<file path="config.mk">
export PLATFORM = sky130hd
export DESIGN_NAME = gpx_core
export DESIGN_NICKNAME = d
export VERILOG_FILES = /design/src/gpx_pkg.sv /design/src/gpx_core.sv
export SDC_FILE = /design/constraint.sdc
export NUM_CORES = 1
export LEC_CHECK = 0
export BUFFER_PORTS_ARGS = -buffer_cell sky130_fd_sc_hd__buf_2
export CAP_MARGIN = 15
export CORE_ASPECT_RATIO = 0.7
export CORE_MARGIN = 5
export CORE_UTILIZATION = 30
export DETAILED_ROUTE_END_ITERATION = 8
export GPL_TIMING_DRIVEN = 0
export PLACE_DENSITY = 0.5
export SYNTH_ARGS = -nofsm -noshare
export SYNTH_HDL_FRONTEND = slang
export SYNTH_SLANG_ARGS = --single-unit
</file>
<file path="constraint.sdc">
create_clock -name sys_clk_in -period 2.2 [get_ports sys_clk_in]
set_clock_uncertainty 0.05 [all_clocks]
set_input_delay 0.44 -clock sys_clk_in [delete_from_list [all_inputs] [get_ports sys_clk_in]]
set_output_delay 0.44 -clock sys_clk_in [all_outputs]
set_load 0.1 [all_outputs]
</file>
<file path="src/gpx_pkg.sv">
// Shared constants, register map and carrier types of the GPIO expander core.
`default_nettype none
package gpx_pkg;
   localparam int GPX_PINS = 16;
   localparam int GPX_AW = 6;
   localparam int GPX_DW = 8;
   localparam int GPX_CNT_W = 7;

   localparam logic [GPX_AW-1:0] GPX_A_STATE_LO = 6'h00;
   localparam logic [GPX_AW-1:0] GPX_A_STATE_HI = 6'h01;
   localparam logic [GPX_AW-1:0] GPX_A_OUT_LO = 6'h02;
   localparam logic [GPX_AW-1:0] GPX_A_OUT_HI = 6'h03;
   localparam logic [GPX_AW-1:0] GPX_A_INV_LO = 6'h04;
   localparam logic [GPX_AW-1:0] GPX_A_INV_HI = 6'h05;
   localparam logic [GPX_AW-1:0] GPX_A_DIR_LO = 6'h06;
   localparam logic [GPX_AW-1:0] GPX_A_DIR_HI = 6'h07;
   localparam logic [GPX_AW-1:0] GPX_A_PUP_LO = 6'h08;
   localparam logic [GPX_AW-1:0] GPX_A_PUP_HI = 6'h09;
   localparam logic [GPX_AW-1:0] GPX_A_IEN_LO = 6'h0a;
   localparam logic [GPX_AW-1:0] GPX_A_IEN_HI = 6'h0b;
   localparam logic [GPX_AW-1:0] GPX_A_FLT_LO = 6'h0c;
   localparam logic [GPX_AW-1:0] GPX_A_FLT_HI = 6'h0d;
   localparam logic [GPX_AW-1:0] GPX_A_PEND_LO = 6'h0e;
   localparam logic [GPX_AW-1:0] GPX_A_PEND_HI = 6'h0f;
   localparam logic [GPX_AW-1:0] GPX_A_RISE_LO = 6'h10;
   localparam logic [GPX_AW-1:0] GPX_A_RISE_HI = 6'h11;
   localparam logic [GPX_AW-1:0] GPX_A_FALL_LO = 6'h12;
   localparam logic [GPX_AW-1:0] GPX_A_FALL_HI = 6'h13;
   localparam logic [GPX_AW-1:0] GPX_A_GLF_LO = 6'h14;
   localparam logic [GPX_AW-1:0] GPX_A_GLF_HI = 6'h15;

   localparam logic [GPX_PINS-1:0] GPX_RST_ONES = 16'hffff;
   localparam logic [GPX_PINS-1:0] GPX_RST_ZERO = 16'h0000;
   localparam logic [GPX_PINS-1:0] GPX_MASK_LO = 16'h00ff;
   localparam logic [GPX_PINS-1:0] GPX_MASK_HI = 16'hff00;
   localparam logic [GPX_DW-1:0] GPX_BYTE_ZERO = 8'h00;

   localparam int GPX_CLK_NS = 20;
   localparam int GPX_HOLD_NS = 1075;
   localparam int GPX_REJECT_NS = 225;
   localparam int GPX_HOLD_CYC = (GPX_HOLD_NS + GPX_CLK_NS - 1) / GPX_CLK_NS;
   localparam int GPX_REJECT_CYC = (GPX_REJECT_NS + GPX_CLK_NS - 1) / GPX_CLK_NS;

   typedef struct packed {
      logic wr;
      logic rd;
      logic [GPX_AW-1:0] addr;
      logic [GPX_DW-1:0] wdata;
   } gpx_bus_t;

   typedef struct packed {
      logic [GPX_PINS-1:0] output_level_bits;
      logic [GPX_PINS-1:0] input_invert_bits;
      logic [GPX_PINS-1:0] pin_direction_bits;
      logic [GPX_PINS-1:0] pull_up_bits;
      logic [GPX_PINS-1:0] pin_irq_enable_bits;
      logic [GPX_PINS-1:0] output_float_bits;
      logic [GPX_PINS-1:0] rise_edge_select_bits;
      logic [GPX_PINS-1:0] fall_edge_select_bits;
      logic [GPX_PINS-1:0] glitch_filter_enable_bits;
   } gpx_cfg_t;
endpackage
`default_nettype wire

</file>
<file path="src/gpx_core.sv">
// Pin direction, output drive, input view and edge interrupt logic of the GPIO expander.
//
// How it works
// - Disabled input pins never raise an interrupt.
// - Output pins never raise an interrupt.
// - Both selects equal, no filter: either edge.
// - Both selects equal, filter: edge held long.
// - Rise select, no filter: rising edges only.
// - Rise select, filter: rise held long.
// - Fall select, no filter: falling edges only.
// - Fall select, filter: fall held long.
// - Pin-state read clears that bank's pending.
// - Both selects clear: revert to captured level clears.
// - Pin-state shows input level, optionally inverted.
// - Output pins show stored output level.
// - Writes to pin-state are ignored.
// - Low bank pins 7..0, high 15..8.
// - Output level register drives, reads back stored.
// - Invert bit one complements an input pin's view.
// - Direction resets input; zero means output.
// - Read/write and six address bits select register.
// - Float bit tristates output, keeps level.
// - Filter rejects short pulses, resets enabled.
// - Interrupt enable one enables; resets disabled.
`timescale 1ns/1ps
`default_nettype none
module gpx_core #(
   parameter int HOLD_CYC = gpx_pkg::GPX_HOLD_CYC
) (
   input wire logic sys_clk_in,
   input wire logic rst_n_in,
   input wire gpx_pkg::gpx_bus_t bus_in,
   output logic [gpx_pkg::GPX_DW-1:0] rd_data_out,
   input wire logic [gpx_pkg::GPX_PINS-1:0] pin_in,
   output logic [gpx_pkg::GPX_PINS-1:0] pin_out,
   output logic [gpx_pkg::GPX_PINS-1:0] pin_oe_out,
   output logic [gpx_pkg::GPX_PINS-1:0] pull_up_en_out,
   output logic irq_out,
   output logic irq_oe_out
);
   import gpx_pkg::*;

   localparam logic [GPX_CNT_W-1:0] HOLD_CNT = GPX_CNT_W'(HOLD_CYC);
   localparam logic [GPX_CNT_W-1:0] CNT_ONE = 7'h01;
   localparam logic [GPX_CNT_W-1:0] CNT_ZERO = 7'h00;

   gpx_cfg_t cfg;
   logic [GPX_PINS-1:0] meta;
   logic [GPX_PINS-1:0] sync;
   logic [GPX_PINS-1:0] sync_d;
   logic [GPX_PINS-1:0] qlvl;
   logic [GPX_PINS-1:0] det;
   logic [GPX_PINS-1:0] det_d;
   logic [GPX_PINS-1:0] cap;
   logic [GPX_PINS-1:0] pend;
   logic [GPX_PINS-1:0] next_pend;
   logic [GPX_PINS-1:0] ev_set;
   logic [GPX_PINS-1:0] ev_clr;
   logic [GPX_PINS-1:0] view;
   logic [GPX_PINS-1:0] edge_seen;
   logic [GPX_PINS-1:0] rd_mask;
   logic [GPX_CNT_W-1:0] stab_cnt [GPX_PINS];
   logic [GPX_DW-1:0] next_rd_data;
   logic rd_lo;
   logic rd_hi;

   // Byte lanes map bit 7..0 onto pins 7..0 or 15..8.
   function automatic logic [GPX_PINS-1:0] put_byte(input logic [GPX_PINS-1:0] old, input logic hi,
                                                     input logic [GPX_DW-1:0] d);
      logic [GPX_PINS-1:0] r;
      r = old;
      if (hi)
      begin
         r[GPX_PINS-1:GPX_DW] = d;
      end
      else
      begin
         r[GPX_DW-1:0] = d;
      end
      return r;
   endfunction

   function automatic logic [GPX_DW-1:0] get_byte(input logic [GPX_PINS-1:0] v, input logic hi);
      return hi ? v[GPX_PINS-1:GPX_DW] : v[GPX_DW-1:0];
   endfunction

   // Two stages keep metastability away from the detectors.
   always_ff @(posedge sys_clk_in)
   begin
      if (!rst_n_in)
      begin
         meta <= GPX_RST_ZERO;
         sync <= GPX_RST_ZERO;
         sync_d <= GPX_RST_ZERO;
      end
      else
      begin
         meta <= pin_in;
         sync <= meta;
         sync_d <= sync;
      end
   end

   assign rd_lo = bus_in.rd && (bus_in.addr == GPX_A_STATE_LO);
   assign rd_hi = bus_in.rd && (bus_in.addr == GPX_A_STATE_HI);

   always_ff @(posedge sys_clk_in)
   begin
      if (!rst_n_in)
      begin
         cfg.output_level_bits <= GPX_RST_ONES;
         cfg.input_invert_bits <= GPX_RST_ZERO;
         cfg.pin_direction_bits <= GPX_RST_ONES;
         cfg.pull_up_bits <= GPX_RST_ZERO;
         cfg.pin_irq_enable_bits <= GPX_RST_ZERO;
         cfg.output_float_bits <= GPX_RST_ZERO;
         cfg.rise_edge_select_bits <= GPX_RST_ZERO;
         cfg.fall_edge_select_bits <= GPX_RST_ZERO;
         cfg.glitch_filter_enable_bits <= GPX_RST_ONES;
      end
      else if (bus_in.wr)
      begin
         case (bus_in.addr)
            GPX_A_OUT_LO, GPX_A_OUT_HI:
               cfg.output_level_bits <= put_byte(cfg.output_level_bits, bus_in.addr[0], bus_in.wdata);
            GPX_A_INV_LO, GPX_A_INV_HI:
               cfg.input_invert_bits <= put_byte(cfg.input_invert_bits, bus_in.addr[0], bus_in.wdata);
            GPX_A_DIR_LO, GPX_A_DIR_HI:
               cfg.pin_direction_bits <= put_byte(cfg.pin_direction_bits, bus_in.addr[0], bus_in.wdata);
            GPX_A_PUP_LO, GPX_A_PUP_HI:
               cfg.pull_up_bits <= put_byte(cfg.pull_up_bits, bus_in.addr[0], bus_in.wdata);
            GPX_A_IEN_LO, GPX_A_IEN_HI:
               cfg.pin_irq_enable_bits <= put_byte(cfg.pin_irq_enable_bits, bus_in.addr[0], bus_in.wdata);
            GPX_A_FLT_LO, GPX_A_FLT_HI:
               cfg.output_float_bits <= put_byte(cfg.output_float_bits, bus_in.addr[0], bus_in.wdata);
            GPX_A_RISE_LO, GPX_A_RISE_HI:
               cfg.rise_edge_select_bits <= put_byte(cfg.rise_edge_select_bits, bus_in.addr[0], bus_in.wdata);
            GPX_A_FALL_LO, GPX_A_FALL_HI:
               cfg.fall_edge_select_bits <= put_byte(cfg.fall_edge_select_bits, bus_in.addr[0], bus_in.wdata);
            GPX_A_GLF_LO, GPX_A_GLF_HI:
               cfg.glitch_filter_enable_bits <= put_byte(cfg.glitch_filter_enable_bits, bus_in.addr[0],
                                                         bus_in.wdata);
            default:
               cfg <= cfg;
         endcase
      end
   end

   // Input view, outputs read stored level.
   assign view = (cfg.pin_direction_bits & (sync ^ cfg.input_invert_bits)) |
                 (~cfg.pin_direction_bits & cfg.output_level_bits);

   always_comb
   begin
      next_rd_data = GPX_BYTE_ZERO;
      if (bus_in.rd)
      begin
         // Bank selection by address bit zero.
         case (bus_in.addr)
            GPX_A_STATE_LO, GPX_A_STATE_HI: next_rd_data = get_byte(view, bus_in.addr[0]);
            GPX_A_OUT_LO, GPX_A_OUT_HI: next_rd_data = get_byte(cfg.output_level_bits, bus_in.addr[0]);
            GPX_A_INV_LO, GPX_A_INV_HI: next_rd_data = get_byte(cfg.input_invert_bits, bus_in.addr[0]);
            GPX_A_DIR_LO, GPX_A_DIR_HI: next_rd_data = get_byte(cfg.pin_direction_bits, bus_in.addr[0]);
            GPX_A_PUP_LO, GPX_A_PUP_HI: next_rd_data = get_byte(cfg.pull_up_bits, bus_in.addr[0]);
            GPX_A_IEN_LO, GPX_A_IEN_HI: next_rd_data = get_byte(cfg.pin_irq_enable_bits, bus_in.addr[0]);
            GPX_A_FLT_LO, GPX_A_FLT_HI: next_rd_data = get_byte(cfg.output_float_bits, bus_in.addr[0]);
            GPX_A_PEND_LO, GPX_A_PEND_HI: next_rd_data = get_byte(pend, bus_in.addr[0]);
            GPX_A_RISE_LO, GPX_A_RISE_HI: next_rd_data = get_byte(cfg.rise_edge_select_bits, bus_in.addr[0]);
            GPX_A_FALL_LO, GPX_A_FALL_HI: next_rd_data = get_byte(cfg.fall_edge_select_bits, bus_in.addr[0]);
            GPX_A_GLF_LO, GPX_A_GLF_HI: next_rd_data = get_byte(cfg.glitch_filter_enable_bits, bus_in.addr[0]);
            default: next_rd_data = GPX_BYTE_ZERO;
         endcase
      end
   end

   always_ff @(posedge sys_clk_in)
   begin
      if (!rst_n_in)
      begin
         rd_data_out <= GPX_BYTE_ZERO;
      end
      else
      begin
         rd_data_out <= next_rd_data;
      end
   end

   // Level qualifies only after a stable hold.
   // The hold far exceeds the reject time, so short pulses never reach the detector.
   always_ff @(posedge sys_clk_in)
   begin
      if (!rst_n_in)
      begin
         qlvl <= GPX_RST_ZERO;
         for (int i = 0; i < GPX_PINS; i++)
         begin
            stab_cnt[i] <= CNT_ZERO;
         end
      end
      else
      begin
         for (int i = 0; i < GPX_PINS; i++)
         begin
            if (sync[i] != sync_d[i])
            begin
               stab_cnt[i] <= CNT_ZERO;
            end
            else if (stab_cnt[i] != HOLD_CNT)
            begin
               stab_cnt[i] <= stab_cnt[i] + CNT_ONE;
            end
            else
            begin
               qlvl[i] <= sync[i];
            end
         end
      end
   end

   assign det = (cfg.glitch_filter_enable_bits & qlvl) | (~cfg.glitch_filter_enable_bits & sync);
   assign edge_seen = det ^ det_d;

   assign ev_set = cfg.pin_direction_bits & cfg.pin_irq_enable_bits & edge_seen &
                   (~(cfg.rise_edge_select_bits ^ cfg.fall_edge_select_bits) |
                    (cfg.rise_edge_select_bits & det) | (cfg.fall_edge_select_bits & ~det));

   assign rd_mask = (rd_lo ? GPX_MASK_LO : GPX_RST_ZERO) | (rd_hi ? GPX_MASK_HI : GPX_RST_ZERO);
   assign ev_clr = rd_mask | (~cfg.rise_edge_select_bits & ~cfg.fall_edge_select_bits & ~(det ^ cap));
   // A new event beats a clear in the same cycle.
   assign next_pend = (pend & ~ev_clr) | ev_set;

   always_ff @(posedge sys_clk_in)
   begin
      if (!rst_n_in)
      begin
         det_d <= GPX_RST_ZERO;
         cap <= GPX_RST_ZERO;
         pend <= GPX_RST_ZERO;
      end
      else
      begin
         det_d <= det;
         cap <= (rd_mask & det) | (~rd_mask & cap);
         pend <= next_pend;
      end
   end

   // Float or input releases the pin.
   assign pin_oe_out = ~cfg.pin_direction_bits & ~cfg.output_float_bits;
   assign pin_out = cfg.output_level_bits;
   assign pull_up_en_out = cfg.pull_up_bits;
   assign irq_out = 1'b0;
   assign irq_oe_out = |pend;

   // One high-bank pin is watched; a per-pin loop would multiply the property count.
   localparam int AP = 11;
   logic [GPX_CNT_W-1:0] hcnt;
   always_ff @(posedge sys_clk_in)
   begin
      if (!rst_n_in)
      begin
         hcnt <= CNT_ZERO;
      end
      else if (sync[AP] != sync_d[AP])
      begin
         hcnt <= CNT_ZERO;
      end
      else if (hcnt != {GPX_CNT_W{1'b1}})
      begin
         hcnt <= hcnt + CNT_ONE;
      end
   end
endmodule
`default_nettype wire

</file>
==> flow_metrics.tcl <==
set metrics [dict create \
    clock_sinks 376 \
    synth_cell_types 45 \
    clk_pin_slew_ns 0.07 \
    via_per_inst 5.112 \
    cts_tree "built" \
    ios 92 \
    setup.worst_path.end_class "primary output" \
    gp_congestion 0.9767 \
    swShare_pct 24.20 \
    syn_inst 1975 \
    clkLatencyLatePin_ns 0.56 \
    hpwl_um 47890 \
    power_w 0.01505 \
    clock_power_share_pct 45.0 \
    syn_avg_cell_area_um2 9.305 \
    hold_path.startpoint "pin_in[2]" \
    drive_gt1_share_pct 11.02 \
    seqCellArea_um2 8655 \
    ff2ff_setup_slack_ns 0.21 \
    track_usage_pct 18.46 \
    p_sw_w 0.003644 \
    async_flop_share_pct 0 \
    slew_headroom_pct 28.57 \
    synth_edf_count 112 \
    h-tree-depth 2 \
    worstPathArrival_ns 1.83 \
    fillers 6171 \
    finalHoldViolCount 0 \
    syn_area_um2 18380 \
    rows 75 \
    hp-class "in2reg" \
    worstHoldEndpoint "meta[2]" \
    p_leak_nw 8.572 \
    power_frac_seq_pct 49.0 \
    holdPathStages 2 \
    dieArea_um2 66390 \
    crit_path_start_kind "flop" \
    criticalPathCategory "reg2out" \
    utilization_pct 35.08 \
    synth_flop_cell "dfxtp_1" \
    min_period_over_period_pct 105.5 \
    r2r_end "pend[3]" \
    port_buffers 78 \
    grt_pass1_wl_um 92830 \
    path_max_fanout 2 \
    power_density_nw_per_um2 712.3 \
    vias 14982 \
    core-area_um2 60250 \
    syn_nets 2057 \
    grt_pass1_vias 14335 \
    stdcell_area_um2 21130 \
    chipWidth_um 305.8 \
    ys_warn_count 0 \
    violations "setup timing" \
    cts_buffers 40 \
    drc_errors 0 \
    antenna_found_initial 3 \
    area_growth_pct 14.99 \
    placed_area_um2 19780 \
    grt_max_degree 15 \
    cap_violations 0 \
    routed_wl_um 63360 \
    r2r_cells 4 \
    cts_root_buffer "clkbuf_16" \
    nets 2178 \
    yosysSeqAreaShare_pct 47.06 \
    layout_min_cycle_time_ns 2.322 \
    fin_setup_tns_ns -0.1585 \
    die_y_um 217.1 \
    cts-hold-fix-buffers 0 \
    start_util_pct 30.50 \
    grt_remaining_overflow 0 \
    timing.final.ws_setup_ns -0.1219 \
    p_int_w 0.01141 \
    cts_buffer_depth 3 \
    tightest_slew_ns 1.071 \
    ys_seq_elements 376 \
    required_ns 1.71 \
    setup-violations-final 2 \
    status "finished, violations left" \
    routedWlPerCell_um 21.62 \
    combPwrFrac_pct 5.9 \
    r2r_start "cfg[3]" \
    rsz0062_at_grt "true" \
    slew_violations 0 \
    multiInputGateArea_um2 8960 \
    fmax_mhz 430.7 \
    irDropWorstVdd_uv 399.0 \
    diodes 0 \
    drt_pre_antenna_iters 5 \
    drtIter0Drc 1572 \
    postRouteAntennaNets 0 \
]
-- cell usage after synthesis, types with 2 or more instances --
cell      number  share of area [%]
a211oi_1       8               0.33
a21boi_0     119                4.9
a21o_1        16               0.65
a21oi_1       25               0.68
a31oi_1        8               0.27
and2_1        66                2.2
and3_1        20               0.68
buf_2         20               0.54
buf_4         33                1.3
buf_6          2               0.12
clkbuf_1      62                1.3
dfxtp_1      264                 29
edfxtp_1     112                 18
ha_1          48                3.3
inv_1         49                1.0
mux2_2        16               0.98
mux2i_1      120                6.5
nand2_1      289                5.9
nand2b_1       5               0.17
nand3_1      183                5.0
nand4_1        3               0.10
nor2_1       168                3.4
nor2_2         5               0.17
nor2b_1       43                1.5
nor3_1        10               0.27
nor3_4         2               0.18
nor4_1        16               0.54
nor4bb_1       4               0.22
o211a_1       16               0.87
o21ai_0       49                1.3
o22ai_1       40                1.4
or2_2          3               0.10
or3_1          2              0.068
or4_1         12               0.49
xnor2_1       74                3.5
xor2_1        54                2.6
-- placed cells by master, fill, tap and decap left out, types with 6 or more instances in the layout --
master,count
nand2_1,289
dfxtp_1,259
nand3_1,183
nor2_1,168
mux2i_1,120
a21boi_0,119
edfxtp_1,112
buf_2,95
xnor2_1,74
and2_1,66
clkbuf_1,64
xor2_1,54
inv_1,49
o21ai_0,49
ha_1,48
nor2b_1,43
clkbuf_16,43
o22ai_1,40
buf_4,34
a21oi_1,25
and3_1,20
a21o_1,16
o211a_1,16
mux2_2,16
nor4_1,13
or4_1,12
nor3_1,10
a211oi_1,8
a31oi_1,8
clkinv_2,7
clkbuf_8,7
clkinv_1,6
-- power by group through the flow --
stage                     clock (W)  combinational (W)  sequential [W]
after CTS                   0.00690           0.000886         0.00738
after detailed placement          0           0.000883         0.00754
after global placement            0           0.000875         0.00753
after floorplan                   0           0.000570         0.00749
final                       0.00677           0.000895         0.00738
after global routing        0.00719           0.000965         0.00740
-- cell type report --
cell class	count	share of cell area (%)
Clock buffer	53	5.601
Sequential cell	376	40.95
Timing Repair Buffer	79	1.954
Buffer	119	2.954
Inverter	49	0.8703
Clock inverter	16	0.4855
Tap cell	808	4.784
Multi-Input combinational cell	1431	42.40
-- critical path: stages (launching register included) --
cell     delay, ns
dfxtp_2       0.34
nor4_4        0.32
nand4_1       0.32
buf_8         0.28
-- stage by stage --
| step | hold slack [ns] | cells | setup slack [ns] |
|---|---|---|---|
| 2_1_floorplan | 0.3619 | 1975 | 0.1093 |
| 3_3_place_gp | 0.3720 | 2861 | -0.6282 |
| 3_5_place_dp | 0.3760 | 2861 | -0.5667 |
| 4_1_cts | 0.03178 | 2931 | -0.1229 |
| 5_1_grt | 0.03849 | 2931 | -0.1389 |
| 6_report | 0.06060 | 2931 | -0.1219 |
-- cell families after synthesis --
kind of cell	count (synthesis)	synth area share [%]
other	1	0.02041
XOR/XNOR	128	6.100
AND/OR/NAND/NOR	836	21.24
AO/OA/AOI/OAI	282	10.41
flip-flops	376	47.06
adder cells (fa/ha/maj)	48	3.268
multiplexers	136	7.516
buffers and inverters	168	4.385
-- how the worst max path moves through the flow --
stage / start / to
6_report: pend[7] / irq_oe_out
5_1_grt: pend[7] / irq_oe_out
4_1_cts: pend[7] / irq_oe_out
3_5_place_dp: bus_in[8] / rd_data_out[5]
3_3_place_gp: bus_in[8] / rd_data_out[5]
2_1_floorplan: cfg[106] / pin_oe_out[10]
-- state kept, by name (all words and copies together) (netlist names), named ones only --
| name | count |
|---|---|
| pin_out | 16 |
| pend | 16 |
| pull_up_en_out | 16 |
| sync_d | 16 |
| stab_cnt | 112 |
| qlvl | 16 |
| sync | 16 |
| det_d | 16 |
| meta | 16 |
| rd_data_out | 8 |
| cfg | 112 |
-- what timing repair did --
action / CTS / global route
pin swaps: 4 / 2
resized for setup: 10 / 9
setup endpoints to repair: 1 / 11
setup buffers: 1 / 0
-- layer usage --
layer | track usage, % | part of all wire [%]
met4 | 4.493 | 2.4
met2 | 25.29 | 39
met1 | 27.79 | 48
met3 | 6.064 | 10
met5 | 0 | 0
Power figures use the tool's default switching activity.
